--- src/rtl/status_word_pkg.sv ---
// Purpose: Shared constants and carriers for the serial status response word.
// Assumes: One clock at 100 MHz; serial framing signals come from pins.
// Notes: Bit positions are within the fixed byte and the extended byte.
package status_word_pkg;
   localparam logic [1:0] CMD_READ_A = 2'h0;
   localparam logic [1:0] CMD_WRITE = 2'h1;
   localparam logic [1:0] CMD_READ_B = 2'h3;
   localparam int FIX_INT_POS = 7;
   localparam int FIX_WAKE_POS = 6;
   localparam int FIX_RST_POS = 5;
   localparam int FIX_CAN_POS = 4;
   localparam int FIX_LIN_POS = 3;
   localparam int FIX_IO_POS = 2;
   localparam int FIX_SAFE_POS = 1;
   localparam int FIX_REG_POS = 0;
   localparam int EXT_CAN_BUS_POS = 7;
   localparam int EXT_CAN_LOCAL_SOURCE_POS = 6;
   localparam int EXT_ZERO_POS = 5;
   localparam int EXT_LIN_POS = 4;
   localparam int EXT_IO_HI_POS = 3;
   localparam int EXT_IO_LO_POS = 2;
   localparam int EXT_REG_HI_POS = 1;
   localparam int EXT_REG_LO_POS = 0;
   localparam int NUM_SRC = 7;
   localparam logic [7:0] BYTE_RESET = 8'h00;
   localparam logic [3:0] BIT_CNT_LAST = 4'hf;

   // Per-source event lines, one bit per source in the order given by the indices below.
   localparam int SRC_CAN_LOCAL_SOURCE = 0;
   localparam int SRC_CAN_BUS = 1;
   localparam int SRC_LIN = 2;
   localparam int SRC_IO_LO = 3;
   localparam int SRC_IO_HI = 4;
   localparam int SRC_SAFE = 5;
   localparam int SRC_REG_LO = 6;

   typedef struct packed {
      logic [NUM_SRC:0] src;
   } src_vec_t;

   typedef struct packed {
      logic [NUM_SRC:0] int_pend;
      logic [NUM_SRC:0] wake_pend;
      logic [NUM_SRC:0] rst_pend;
   } flags_t;

   typedef enum logic [1:0] {
      FR_IDLE,
      FR_SHIFT
   } frame_t;
endpackage
--- src/rtl/status_word.sv ---
// Purpose: Latches event flags and shifts the fixed and extended status bytes out on the serial output.
// Assumes: Serial pins are sampled by the system clock, which runs well above the serial clock.
// Notes: Source index 7 is the high regulator bank; index 6 the low bank.
// Operation
// - Read commands 00 or 11 return only the one-byte fixed status.
// - Write command 01 returns fixed status followed by the extended byte.
// - Interrupt summary bit is set while interrupt flags are pending unread.
// - Wake summary bit is set while wake flags are pending unread.
// - Reset summary bit is set while reset source flags are pending unread.
// - CAN group bit is set for pending local or bus CAN sources.
// - LIN event sets both LIN group and LIN channel bits.
// - I/O group bit is set when any I/O pin is the pending source.
// - Safe group bit is set when a safe-state condition is pending.
// - Regulator group bit is set for pending regulator or voltage monitor events.
// - CAN local bit is set only for locally caused CAN events.
// - CAN bus bit is set only for CAN events on the bus wires.
// - I/O-low bit marks a pending flag in the low I/O half.
// - I/O-high bit marks a pending flag in the high I/O half.
// - Regulator high and low bits mark flags in each regulator half.
// - A flag clears when it is read while its underlying condition is inactive.
`timescale 1ns/100ps
`default_nettype none
module status_word
(
   // Clock and reset.
   input wire logic clock,
   input wire logic arst_n,
   // Serial pins from the master.
   input wire logic sclk,
   input wire logic cs_n,
   input wire logic mosi,
   // Serial output towards the master.
   output logic miso,
   // Event sources: set pulses, live conditions and read strobes, one bit per source.
   input wire status_word_pkg::src_vec_t int_set,
   input wire status_word_pkg::src_vec_t wake_set,
   input wire status_word_pkg::src_vec_t rst_set,
   input wire status_word_pkg::src_vec_t cond_active,
   input wire status_word_pkg::src_vec_t flag_read,
   // Live status view.
   output logic [7:0] fixed_status,
   output logic [7:0] ext_status
);
   import status_word_pkg::*;

   typedef struct packed {
      logic [1:0] sclk_s;
      logic [1:0] cs_s;
      logic [1:0] mosi_s;
      logic sclk_d;
      frame_t frame;
      logic [3:0] bit_cnt;
      logic [1:0] cmd;
      logic [15:0] shift;
      flags_t flags;
      logic miso;
      logic [7:0] fixed;
      logic [7:0] ext;
   } state_t;

   state_t st_r;
   state_t st_nxt;

   logic [NUM_SRC:0] any_pend;
   logic [7:0] fix_c;
   logic [7:0] ext_c;
   logic rise;
   logic fall;
   logic [NUM_SRC:0] set_any;

   always_comb begin
      st_nxt = st_r;
      st_nxt.sclk_s = {st_r.sclk_s[0], sclk};
      st_nxt.cs_s = {st_r.cs_s[0], cs_n};
      st_nxt.mosi_s = {st_r.mosi_s[0], mosi};
      st_nxt.sclk_d = st_r.sclk_s[1];
      rise = st_r.sclk_s[1] & ~st_r.sclk_d;
      fall = ~st_r.sclk_s[1] & st_r.sclk_d;
      // Set wins over a clear arriving in the same cycle.
      st_nxt.flags.int_pend = int_set.src
         | (st_r.flags.int_pend & ~(flag_read.src & ~cond_active.src));
      st_nxt.flags.wake_pend = wake_set.src
         | (st_r.flags.wake_pend & ~(flag_read.src & ~cond_active.src));
      st_nxt.flags.rst_pend = rst_set.src
         | (st_r.flags.rst_pend & ~(flag_read.src & ~cond_active.src));
      any_pend = st_r.flags.int_pend | st_r.flags.wake_pend | st_r.flags.rst_pend;
      fix_c = BYTE_RESET;
      fix_c[FIX_INT_POS] = |st_r.flags.int_pend;
      fix_c[FIX_WAKE_POS] = |st_r.flags.wake_pend;
      fix_c[FIX_RST_POS] = |st_r.flags.rst_pend;
      fix_c[FIX_CAN_POS] = any_pend[SRC_CAN_LOCAL_SOURCE] | any_pend[SRC_CAN_BUS];
      fix_c[FIX_LIN_POS] = any_pend[SRC_LIN];
      fix_c[FIX_IO_POS] = any_pend[SRC_IO_LO] | any_pend[SRC_IO_HI];
      fix_c[FIX_SAFE_POS] = any_pend[SRC_SAFE];
      fix_c[FIX_REG_POS] = any_pend[SRC_REG_LO] | any_pend[NUM_SRC];
      ext_c = BYTE_RESET;
      ext_c[EXT_CAN_BUS_POS] = any_pend[SRC_CAN_BUS];
      ext_c[EXT_CAN_LOCAL_SOURCE_POS] = any_pend[SRC_CAN_LOCAL_SOURCE];
      ext_c[EXT_ZERO_POS] = 1'b0;
      ext_c[EXT_LIN_POS] = any_pend[SRC_LIN];
      ext_c[EXT_IO_HI_POS] = any_pend[SRC_IO_HI];
      ext_c[EXT_IO_LO_POS] = any_pend[SRC_IO_LO];
      ext_c[EXT_REG_HI_POS] = any_pend[NUM_SRC];
      ext_c[EXT_REG_LO_POS] = any_pend[SRC_REG_LO];
      st_nxt.fixed = fix_c;
      st_nxt.ext = ext_c;
      unique case (st_r.frame)
         FR_IDLE: begin
            if (!st_r.cs_s[1]) begin
               // The snapshot keeps the word steady even if flags move mid-frame.
               st_nxt.shift = {fix_c, ext_c};
               st_nxt.miso = fix_c[7];
               st_nxt.bit_cnt = 4'h0;
               st_nxt.frame = FR_SHIFT;
            end
         end
         FR_SHIFT: begin
            if (st_r.cs_s[1]) begin
               st_nxt.frame = FR_IDLE;
               st_nxt.miso = 1'b0;
            end else begin
               if (rise) begin
                  if (st_r.bit_cnt == 4'h0) begin
                     st_nxt.cmd[1] = st_r.mosi_s[1];
                  end
                  if (st_r.bit_cnt == 4'h1) begin
                     st_nxt.cmd[0] = st_r.mosi_s[1];
                  end
               end
               if (fall) begin
                  st_nxt.shift = {st_r.shift[14:0], 1'b0};
                  if (st_r.bit_cnt != BIT_CNT_LAST) begin
                     st_nxt.bit_cnt = st_r.bit_cnt + 4'h1;
                  end
                  // Second byte is the extended status only for writes, zeros otherwise.
                  if (st_r.bit_cnt >= 4'h7 && st_r.cmd != CMD_WRITE) begin
                     st_nxt.miso = 1'b0;
                  end else begin
                     st_nxt.miso = st_r.shift[14];
                  end
               end
            end
         end
      endcase
   end

   always_ff @(posedge clock or negedge arst_n) begin
      if (!arst_n) begin
         st_r <= '{sclk_s: 2'h0, cs_s: 2'h3, mosi_s: 2'h0, sclk_d: 1'b0, frame: FR_IDLE,
                   bit_cnt: 4'h0, cmd: 2'h0, shift: 16'h0000, flags: '0, miso: 1'b0,
                   fixed: 8'h00, ext: 8'h00};
      end else begin
         st_r <= st_nxt;
      end
   end

   assign miso = st_r.miso;
   assign fixed_status = st_r.fixed;
   assign ext_status = st_r.ext;
   assign set_any = int_set.src | wake_set.src | rst_set.src;

   a_int_summary: assert property (@(posedge clock) disable iff (!arst_n)
      (|int_set.src) |=> ##1 fixed_status[FIX_INT_POS])
      else $error("interrupt summary not raised");
   a_wake_summary: assert property (@(posedge clock) disable iff (!arst_n)
      (|wake_set.src) |=> ##1 fixed_status[FIX_WAKE_POS])
      else $error("wake summary not raised");
   a_rst_summary: assert property (@(posedge clock) disable iff (!arst_n)
      (|rst_set.src) |=> ##1 fixed_status[FIX_RST_POS])
      else $error("reset summary not raised");
   a_can_group: assert property (@(posedge clock) disable iff (!arst_n)
      fixed_status[FIX_CAN_POS] == (ext_status[EXT_CAN_BUS_POS] | ext_status[EXT_CAN_LOCAL_SOURCE_POS]))
      else $error("can group mismatch");
   a_lin_pair: assert property (@(posedge clock) disable iff (!arst_n)
      fixed_status[FIX_LIN_POS] == ext_status[EXT_LIN_POS])
      else $error("lin bits disagree");
   a_io_group: assert property (@(posedge clock) disable iff (!arst_n)
      fixed_status[FIX_IO_POS] == (ext_status[EXT_IO_HI_POS] | ext_status[EXT_IO_LO_POS]))
      else $error("io group mismatch");
   a_reg_group: assert property (@(posedge clock) disable iff (!arst_n)
      fixed_status[FIX_REG_POS] == (ext_status[EXT_REG_HI_POS] | ext_status[EXT_REG_LO_POS]))
      else $error("regulator group mismatch");
   a_ext_zero: assert property (@(posedge clock) disable iff (!arst_n)
      !ext_status[EXT_ZERO_POS])
      else $error("reserved extended bit set");
   a_snap_stable: assert property (@(posedge clock) disable iff (!arst_n)
      (st_r.frame == FR_SHIFT && !fall && !st_r.cs_s[1]) |=> $stable(st_r.shift))
      else $error("snapshot moved mid-frame");
   a_can_local_source_src: assert property (@(posedge clock) disable iff (!arst_n)
      set_any[SRC_CAN_LOCAL_SOURCE] |=> ##1 (fixed_status[FIX_CAN_POS] && ext_status[EXT_CAN_LOCAL_SOURCE_POS]))
      else $error("can local source not reported");
   a_can_bus_src: assert property (@(posedge clock) disable iff (!arst_n)
      set_any[SRC_CAN_BUS] |=> ##1 (fixed_status[FIX_CAN_POS] && ext_status[EXT_CAN_BUS_POS]))
      else $error("can bus source not reported");
   a_lin_src: assert property (@(posedge clock) disable iff (!arst_n)
      set_any[SRC_LIN] |=> ##1 (fixed_status[FIX_LIN_POS] && ext_status[EXT_LIN_POS]))
      else $error("lin source not reported");
   a_io_lo_src: assert property (@(posedge clock) disable iff (!arst_n)
      set_any[SRC_IO_LO] |=> ##1 (fixed_status[FIX_IO_POS] && ext_status[EXT_IO_LO_POS]))
      else $error("low io source not reported");
   a_io_hi_src: assert property (@(posedge clock) disable iff (!arst_n)
      set_any[SRC_IO_HI] |=> ##1 (fixed_status[FIX_IO_POS] && ext_status[EXT_IO_HI_POS]))
      else $error("high io source not reported");
   a_safe_src: assert property (@(posedge clock) disable iff (!arst_n)
      set_any[SRC_SAFE] |=> ##1 fixed_status[FIX_SAFE_POS])
      else $error("safe source not reported");
   a_reg_lo_src: assert property (@(posedge clock) disable iff (!arst_n)
      set_any[SRC_REG_LO] |=> ##1 (fixed_status[FIX_REG_POS] && ext_status[EXT_REG_LO_POS]))
      else $error("low regulator source not reported");
   a_reg_hi_src: assert property (@(posedge clock) disable iff (!arst_n)
      set_any[NUM_SRC] |=> ##1 (fixed_status[FIX_REG_POS] && ext_status[EXT_REG_HI_POS]))
      else $error("high regulator source not reported");
   a_read_tail: assert property (@(posedge clock) disable iff (!arst_n)
      (st_r.frame == FR_SHIFT && st_r.bit_cnt >= 4'h8 && st_r.cmd != CMD_WRITE) |-> !miso)
      else $error("read frame sent a second byte");
   a_flag_clear: assert property (@(posedge clock) disable iff (!arst_n)
      (any_pend & $past(flag_read.src & ~cond_active.src & ~set_any)) == '0)
      else $error("read flag did not clear");
   a_active_hold: assert property (@(posedge clock) disable iff (!arst_n)
      ($past(any_pend & cond_active.src) & ~any_pend) == '0)
      else $error("flag cleared while condition present");
endmodule
`default_nettype wire

--- config.mk ---
export PLATFORM = sky130hd
export DESIGN_NAME = status_word
export DESIGN_NICKNAME = d
export VERILOG_FILES = /design/src/rtl/status_word_pkg.sv /design/src/rtl/status_word.sv
export SDC_FILE = /design/constraint.sdc
export NUM_CORES = 1
export LEC_CHECK = 0
export BUFFER_PORTS_ARGS = -buffer_cell sky130_fd_sc_hd__buf_2
export CAP_MARGIN = 15
export CORE_UTILIZATION = 57
export CTS_BUF_LIST = sky130_fd_sc_hd__clkbuf_8
export CTS_CLUSTER_DIAMETER = 30
export CTS_CLUSTER_SIZE = 25
export DETAILED_ROUTE_END_ITERATION = 10
export HOLD_SLACK_MARGIN = 0.02
export PLACE_DENSITY = 0.92
export SKIP_LAST_GASP = 1
export SYNTH_ARGS = -nofsm -noshare
export SYNTH_HDL_FRONTEND = slang
export SYNTH_SLANG_ARGS = --single-unit
--- constraint.sdc ---
create_clock -name clock -period 4.7 [get_ports clock]
set_input_delay 0.705 -clock clock [delete_from_list [all_inputs] [get_ports clock]]
set_output_delay 0.705 -clock clock [all_outputs]
set_load 0.03 [all_outputs]
==> impl_results.md, run 1 <==
* Status: finished, final reports clean
* Syn avg cell area at 12.6 um2
* GRT Total Usage at 24.4%
* Largest net degree at the start of global routing at 69
* # fillers at 304
* WP data arrival at 3.05 ns
* Most common cell after layout, fill and taps aside: dfrtp_1
* Sw frac at 30.5%
* Synth async-reset ratio at 100%
* First-pass GRT wire length at 9490 um
* Global route total overflow at 0
* Detailed-route DRC error count at 0
* Critical Path RT at 4.94 ns
* Sequential power share at 44.6%
* Slew @ Worst Pin at 0.824 ns
* Cell variety after synth at 39
* CTS max path bufs at 2
* Post-Syn Area at 2970 um2
* DR iter-0 viols at 124
* Top layer in use: met4
* Area Overhead vs Synth at 14.9%
* Seq cells post-synth at 68
* Router iterations before antenna repair at 4
* CTS sink count at 68
* Worst Setup Start Kind: flop
* Max Cap Viol at 0
* Setup TNS at 0 ns
* Met3 WL post-DR at 348 um
* Top cell type's share of synthesized area at 55.7%
* Avg Vias per Cell at 5.61
* Setup Fix Bufs, Post-CTS at 0
* Metal-1 WL at 2370 um
* Nets at 336
* WHS at 0.348 ns
* Top cells by area, synth: dfrtp_1 56%, a21o_1 6.6%, buf_4 4.6%, ha_1 2.5%, a22o_1 2.4%
* Non-Filler Instances at 357
* Part of the cycle the worst path needs at 59.7%
* Maximum fanout along the worst path at 23
* Initial antenna violation count at 0
* Syn Inst Count at 236
* Layout cells sized above 1 at 34.5%
* Clock transition at the registers of the reported paths at 0.08 ns
* Comb pwr share at 25.3%
* Dominant cell type by area after synthesis: dfrtp_1
* Die Wd at 74.1 um
* Die area at 5490 um2
* IO Count at 62
* Maximum VDD drop at 0.358 mV
* CTS Hold Buffers Added at 0
* Cell Pwr Density at 526 nW/um2
* Final Hold Fails at 0
* DRT antenna net count at 0
* PortBufs at 60
* Worst slew margin at 45.1%
* Critical path class: flop to flop
* Clk network pwr share at 30.1%
* Skew final at 0.00767 ns
* Post-synth EDFFs at 0
* Min-delay worst type: flop to flop
* Int Pwr at 1.25 mW
* Met2 wire length at 2890 um
* Most frequent cells in the layout: 66 x dfrtp_1, 60 x buf_2, 26 x a21o_1
* Crit. End Element: flop
* HPWL Detailed at 4000 um
* Drt total wl at 5800 um
* Htree depth at 3
* Sequential-to-total area share from yosys stat at 57.5%
* Sequential Area at 1700 um2
* Placer Congestion at 0.837
* Post-CTS resize count at 0
* RSZ-0062 raised after global routing: false
* CORE AREA at 4850 um2
* Root buf cell: clkbuf_8
* Chip height at 74.1 um
* Synth Warn # at 0
* Vias at 2001
* Slew Limit Fails at 0
* Placed insts at 340
* Area of the multi-input gates at 1040 um2
* Num rows at 25
* Ant diodes at 0
* Vias in the first global route at 1959
* CTS buffer count at 9
* Syn_nets at 287
* Insertion delay of the later-clocked pin in the worst-skew pair at 0.36 ns
* Endpoints failing setup at 0
* CTS tree: built
* Top_reg_cell synth: dfrtp_1
* P_leak at 1.45 nW
* Initial Utilization at 61.2%
* Post-layout minimum cycle time at 2.81 ns
* Net Sw Power at 546 uW
* WL/cell at 16.2 um
* Fmax at 356 MHz
## flip-flops by register name (all words and copies together) (netlist names)
register	flops
miso	1
st_nxt	4
fixed_status	8
ext_status	6
st_r	49
## cell usage after synthesis (4+ instances only)
cell / count
nand3_1: 8
mux2_2: 6
a21o_1: 26
buf_4: 18
a2bb2oi_1: 5
a221oi_1: 5
nand2b_1: 10
a22o_1: 8
a31o_2: 4
nor4_1: 5
or3_1: 7
inv_1: 8
mux2i_1: 4
ha_1: 6
nor2_1: 10
nand2_1: 5
dfrtp_1: 66
## per-stage QoR
stage          setup WS, ns  util [%]  cell area (um2)  power, mW
2_1_floorplan          2.66         -             2970       1.16
3_3_place_gp           2.13      65.4             3170       1.21
3_5_place_dp           2.02      65.4             3170       1.24
4_1_cts                1.93      70.1             3400       1.79
5_1_grt                1.75      70.2             3410       1.88
6_report               1.89      70.2             3410       1.79
## metal layers
metal  up-vias  track usage [%]
li1        929                -
met1       976             30.3
met2        79             38.3
met3        17             8.67
met4         0             11.5
met5         -                0
## power groups by stage
| stage | logic (mW) | registers, mW | clock network (mW) |
|---|---|---|---|
| 5_1_grt | 0.495 | 0.813 | 0.571 |
| 6_report | 0.453 | 0.798 | 0.540 |
| 4_1_cts | 0.451 | 0.796 | 0.542 |
| 2_1_floorplan | 0.394 | 0.765 | 0 |
| 3_5_place_dp | 0.441 | 0.802 | 0 |
| 3_3_place_gp | 0.417 | 0.796 | 0 |
## final timing paths
path / slack (ns) / start / to / depth (start not counted)
max: 1.89 / st_r[63]$_DFFE_PN0P_ / st_r[43]$_DFFE_PN0P_ / 5
min: 0.35 / st_nxt[71]$_DFF_PN0_ / st_nxt[65]$_DFF_PN0_ / 0
max reg2reg: 1.89 / st_r[63]$_DFFE_PN0P_ / st_r[43]$_DFFE_PN0P_ / 5
min reg2reg: 0.35 / st_nxt[71]$_DFF_PN0_ / st_nxt[65]$_DFF_PN0_ / 0
max in group asynchronous: 3.66 / arst_n / st_nxt[67]$_DFF_PN0_ / 2
min in group asynchronous: 0.52 / arst_n / st_r[20]$_DFF_PN0_ / 2
## kinds of logic (layout without fill, tap and decap cells)
| group | count (synthesis) | count (layout) | synth area share (%) |
|---|---|---|---|
| mux | 13 | 13 | 5.15 |
| fa+ha+maj | 6 | 6 | 2.53 |
| other cells | 1 | 1 | 0.126 |
| buf+inv | 33 | 87 | 7.34 |
| compound gates | 57 | 57 | 16.1 |
| flops | 68 | 68 | 57.5 |
| xor+xnor | 1 | 1 | 0.295 |
| simple gates | 57 | 57 | 11.0 |
## layout make-up
cell class / instances / share of cell area, %
clock inverter: 6 / 2.57
tap: 67 / 2.46
multi-input combinational: 135 / 30.6
clock buffer: 10 / 4.04
timing repair buffer: 62 / 9.26
inverter: 9 / 0.992
sequential: 68 / 50.0
## worst max-delay path: stages, from the launching register on
cell and delay, ns:
dfrtp_1 0.89, inv_2 0.25, ha_1 0.29, or2_1 0.37
a21oi_4 0.47, mux2_2 0.40
Power figures use the tool's default switching activity.
==> run 2, diff against run 1 <==
--- a/config.mk
+++ b/config.mk
@@ -7,13 +7,13 @@
 export LEC_CHECK = 0
 export BUFFER_PORTS_ARGS = -buffer_cell sky130_fd_sc_hd__buf_2
 export CAP_MARGIN = 15
-export CORE_UTILIZATION = 57
+export CORE_UTILIZATION = 51
 export CTS_BUF_LIST = sky130_fd_sc_hd__clkbuf_8
 export CTS_CLUSTER_DIAMETER = 30
 export CTS_CLUSTER_SIZE = 25
 export DETAILED_ROUTE_END_ITERATION = 10
 export HOLD_SLACK_MARGIN = 0.02
-export PLACE_DENSITY = 0.92
+export PLACE_DENSITY = 0.87
 export SKIP_LAST_GASP = 1
 export SYNTH_ARGS = -nofsm -noshare
 export SYNTH_HDL_FRONTEND = slang
==> constraint.sdc (replaced) <==
create_clock -name clock -period 2.4 [get_ports clock]
set_input_delay 0.36 -clock clock [delete_from_list [all_inputs] [get_ports clock]]
set_output_delay 0.36 -clock clock [all_outputs]
set_load 0.03 [all_outputs]
==> impl_results.md, run 2 (synthesis gave the netlist of run 1 again) <==
* Part of the cycle the worst path needs at 84.0% (+24 points)
* First-pass GRT wire length at 9090 um (-4.1%)
* Insertion delay of the later-clocked pin in the worst-skew pair at 0.34 ns (-0.02 ns)
* Fmax at 496 MHz (+39%)
* Met3 WL post-DR at 236 um (-32%)
* Initial Utilization at 53.5% (-7.6 points)
* Chip height at 78.3 um (+5.6%)
* Nets at 338 (+0.60%)
* Setup Fix Bufs, Post-CTS at 0 (unchanged)
* Vias in the first global route at 1915 (-2.2%)
* Slew @ Worst Pin at 0.523 ns (-0.301 ns)
* GRT Total Usage at 20.2% (-4.1 points)
* Placer Congestion at 0.836 (-0.14%)
* Most frequent cells in the layout: 66 x dfrtp_1, 60 x buf_2, 26 x a21o_1
* CP max stage delay at 0.46 ns (-0.43 ns)
* Final instance area at 3430 um2 (+0.77%)
* Crit-path leading delay family: compound AO/OA/AOI/OAI gates
* Ant diodes at 0 (unchanged)
* Worst Setup Start Kind: flop
* Most common cell after layout, fill and taps aside: dfrtp_1
* Die Wd at 78.3 um (+5.6%)
* Die area at 6120 um2 (+11%)
* Crit. End Element: flop
* DRT antenna net count at 0 (unchanged)
* CP bufs+invs at 1 (unchanged)
* Post-layout minimum cycle time at 2.01 ns (-0.792 ns)
* WP data arrival at 2.25 ns (-0.80 ns)
* Tot Pwr at 3.47 mW (+94%)
* Place WS at 0.384 ns (-1.64 ns)
* Critical path class: flop to flop
* CTS buffer count at 9 (unchanged)
* CTS sink count at 68 (unchanged)
* Largest register FFs at 49 (unchanged)
* CORE AREA at 5540 um2 (+14%)
* Router iterations before antenna repair at 4 (unchanged)
* IO Count at 62 (unchanged)
* Biggest register: st_r
* Drt total wl at 5560 um (-4.2%)
* Setup TNS at 0 ns (unchanged)
* Crit path max-delay cell type: a21oi_4
* Reg2reg start: st_r[63]$_DFFE_PN0P_
* Critical Path, Cell by Cell: inv_2 -> ha_1 -> or2_1 -> a21oi_4 -> mux2_2
* Worst slew margin at 64.8% (+20 points)
* HPWL Detailed at 3860 um (-3.6%)
* Area Overhead vs Synth at 15.7%
* Endpoints failing setup at 0 (unchanged)
* Top layer in use: met4
* PortBufs at 60 (unchanged)
* Num rows at 27 (+8.0%)
* Met2 wire length at 2730 um (-5.6%)
* Vias at 1971 (-1.5%)
* Cell Pwr Density at 1010 nW/um2 (+92%)
* Post-CTS resize count at 0 (unchanged)
* Slew Limit Fails at 0 (unchanged)
* Final setup margin at 0.385 ns (-1.51 ns)
* CTS Hold Buffers Added at 0 (unchanged)
* Largest net degree at the start of global routing at 69 (unchanged)
* WL/cell at 15.3 um (-6.0%)
* CTS max path bufs at 2 (unchanged)
* Htree depth at 3 (unchanged)
* Global route total overflow at 0 (unchanged)
* Clock transition at the registers of the reported paths at 0.07 ns (about the same)
* Worst Setup SP: st_r[63]$_DFFE_PN0P_
* Initial antenna violation count at 0 (unchanged)
* Root buf cell: clkbuf_8
* Min-delay worst type: input port to asynchronous set/reset pin
* Placed Area at 3210 um2 (+1.3%)
* DR iter-0 viols at 108 (-13%)
* Final Hold Fails at 0 (unchanged)
* P_leak at 1.48 nW (+1.7%)
* Detailed-route DRC error count at 0 (unchanged)
* Metal-1 WL at 2480 um (+4.5%)
* Max Cap Viol at 0 (unchanged)
* RSZ-0062 raised after global routing: false
* Status: finished, final reports clean
* Maximum VDD drop at 0.552 mV (+54%)
* Maximum fanout along the worst path at 14 (-39%)
* Critical Path RT at 2.63 ns (-2.31 ns)
* Layout cells sized above 1 at 34.2% (-0.24 points)
* Avg Vias per Cell at 5.41 (-3.4%)
* Skew final at 0.00945 ns (+0.00178 ns)
* CTS tree: built
==> run 2: path summary, 6_finish.rpt <==
kind | slack [ns] | end | cells after the start
setup / recovery | 0.39 | st_r[45]$_DFFE_PN0P_ | 5
hold / removal | 0.02 | st_r[29]$_DFF_PN0_ | 2
setup reg to reg | 0.39 | st_r[45]$_DFFE_PN0P_ | 5
hold reg to reg | 0.35 | st_nxt[65]$_DFF_PN0_ | 0
max in group asynchronous | 2.06 | st_nxt[69]$_DFF_PN1_ | 2
min in group clock | 0.11 | st_nxt[69]$_DFF_PN1_ | 1
==> run 2: metrics by stage <==
step                instances  hold WS, ns  util [%]
global route              364       0.0529      61.9
finish                    364       0.0204      61.9
floorplan                 236       0.0644         -
CTS                       364       0.0269      61.9
detailed placement        348        0.335      58.0
global placement          348        0.332      58.0
==> run 2: power breakdown <==
group	leakage, nW	switching (mW)	internal (mW)
registers	0.714	0.154	1.36
clock network	0.115	0.421	0.604
logic	0.649	0.442	0.491
total	1.48	1.02	2.45
==> run 2: layer usage <==
metal,track usage [%],up-vias
li1,-,936
met1,26.1,978
met2,31.1,49
met3,4.65,8
met4,12.6,0
met5,0,-
==> run 2: area by class of cell <==
cell class,instances,area [um2]
timing repair buffer,64,343
sequential,68,1700
clock inverter,6,80.1
clock buffer,10,138
tap,72,90.1
inverter,9,33.8
fill,443,2110
multi-input combinational,135,1040
==> run 2: worst reg2reg max path, stage by stage (launching register included) <==
cell	delay (ns)
dfrtp_1	0.45
inv_2	0.06
ha_1	0.19
or2_1	0.35
a21oi_4	0.46
mux2_2	0.40
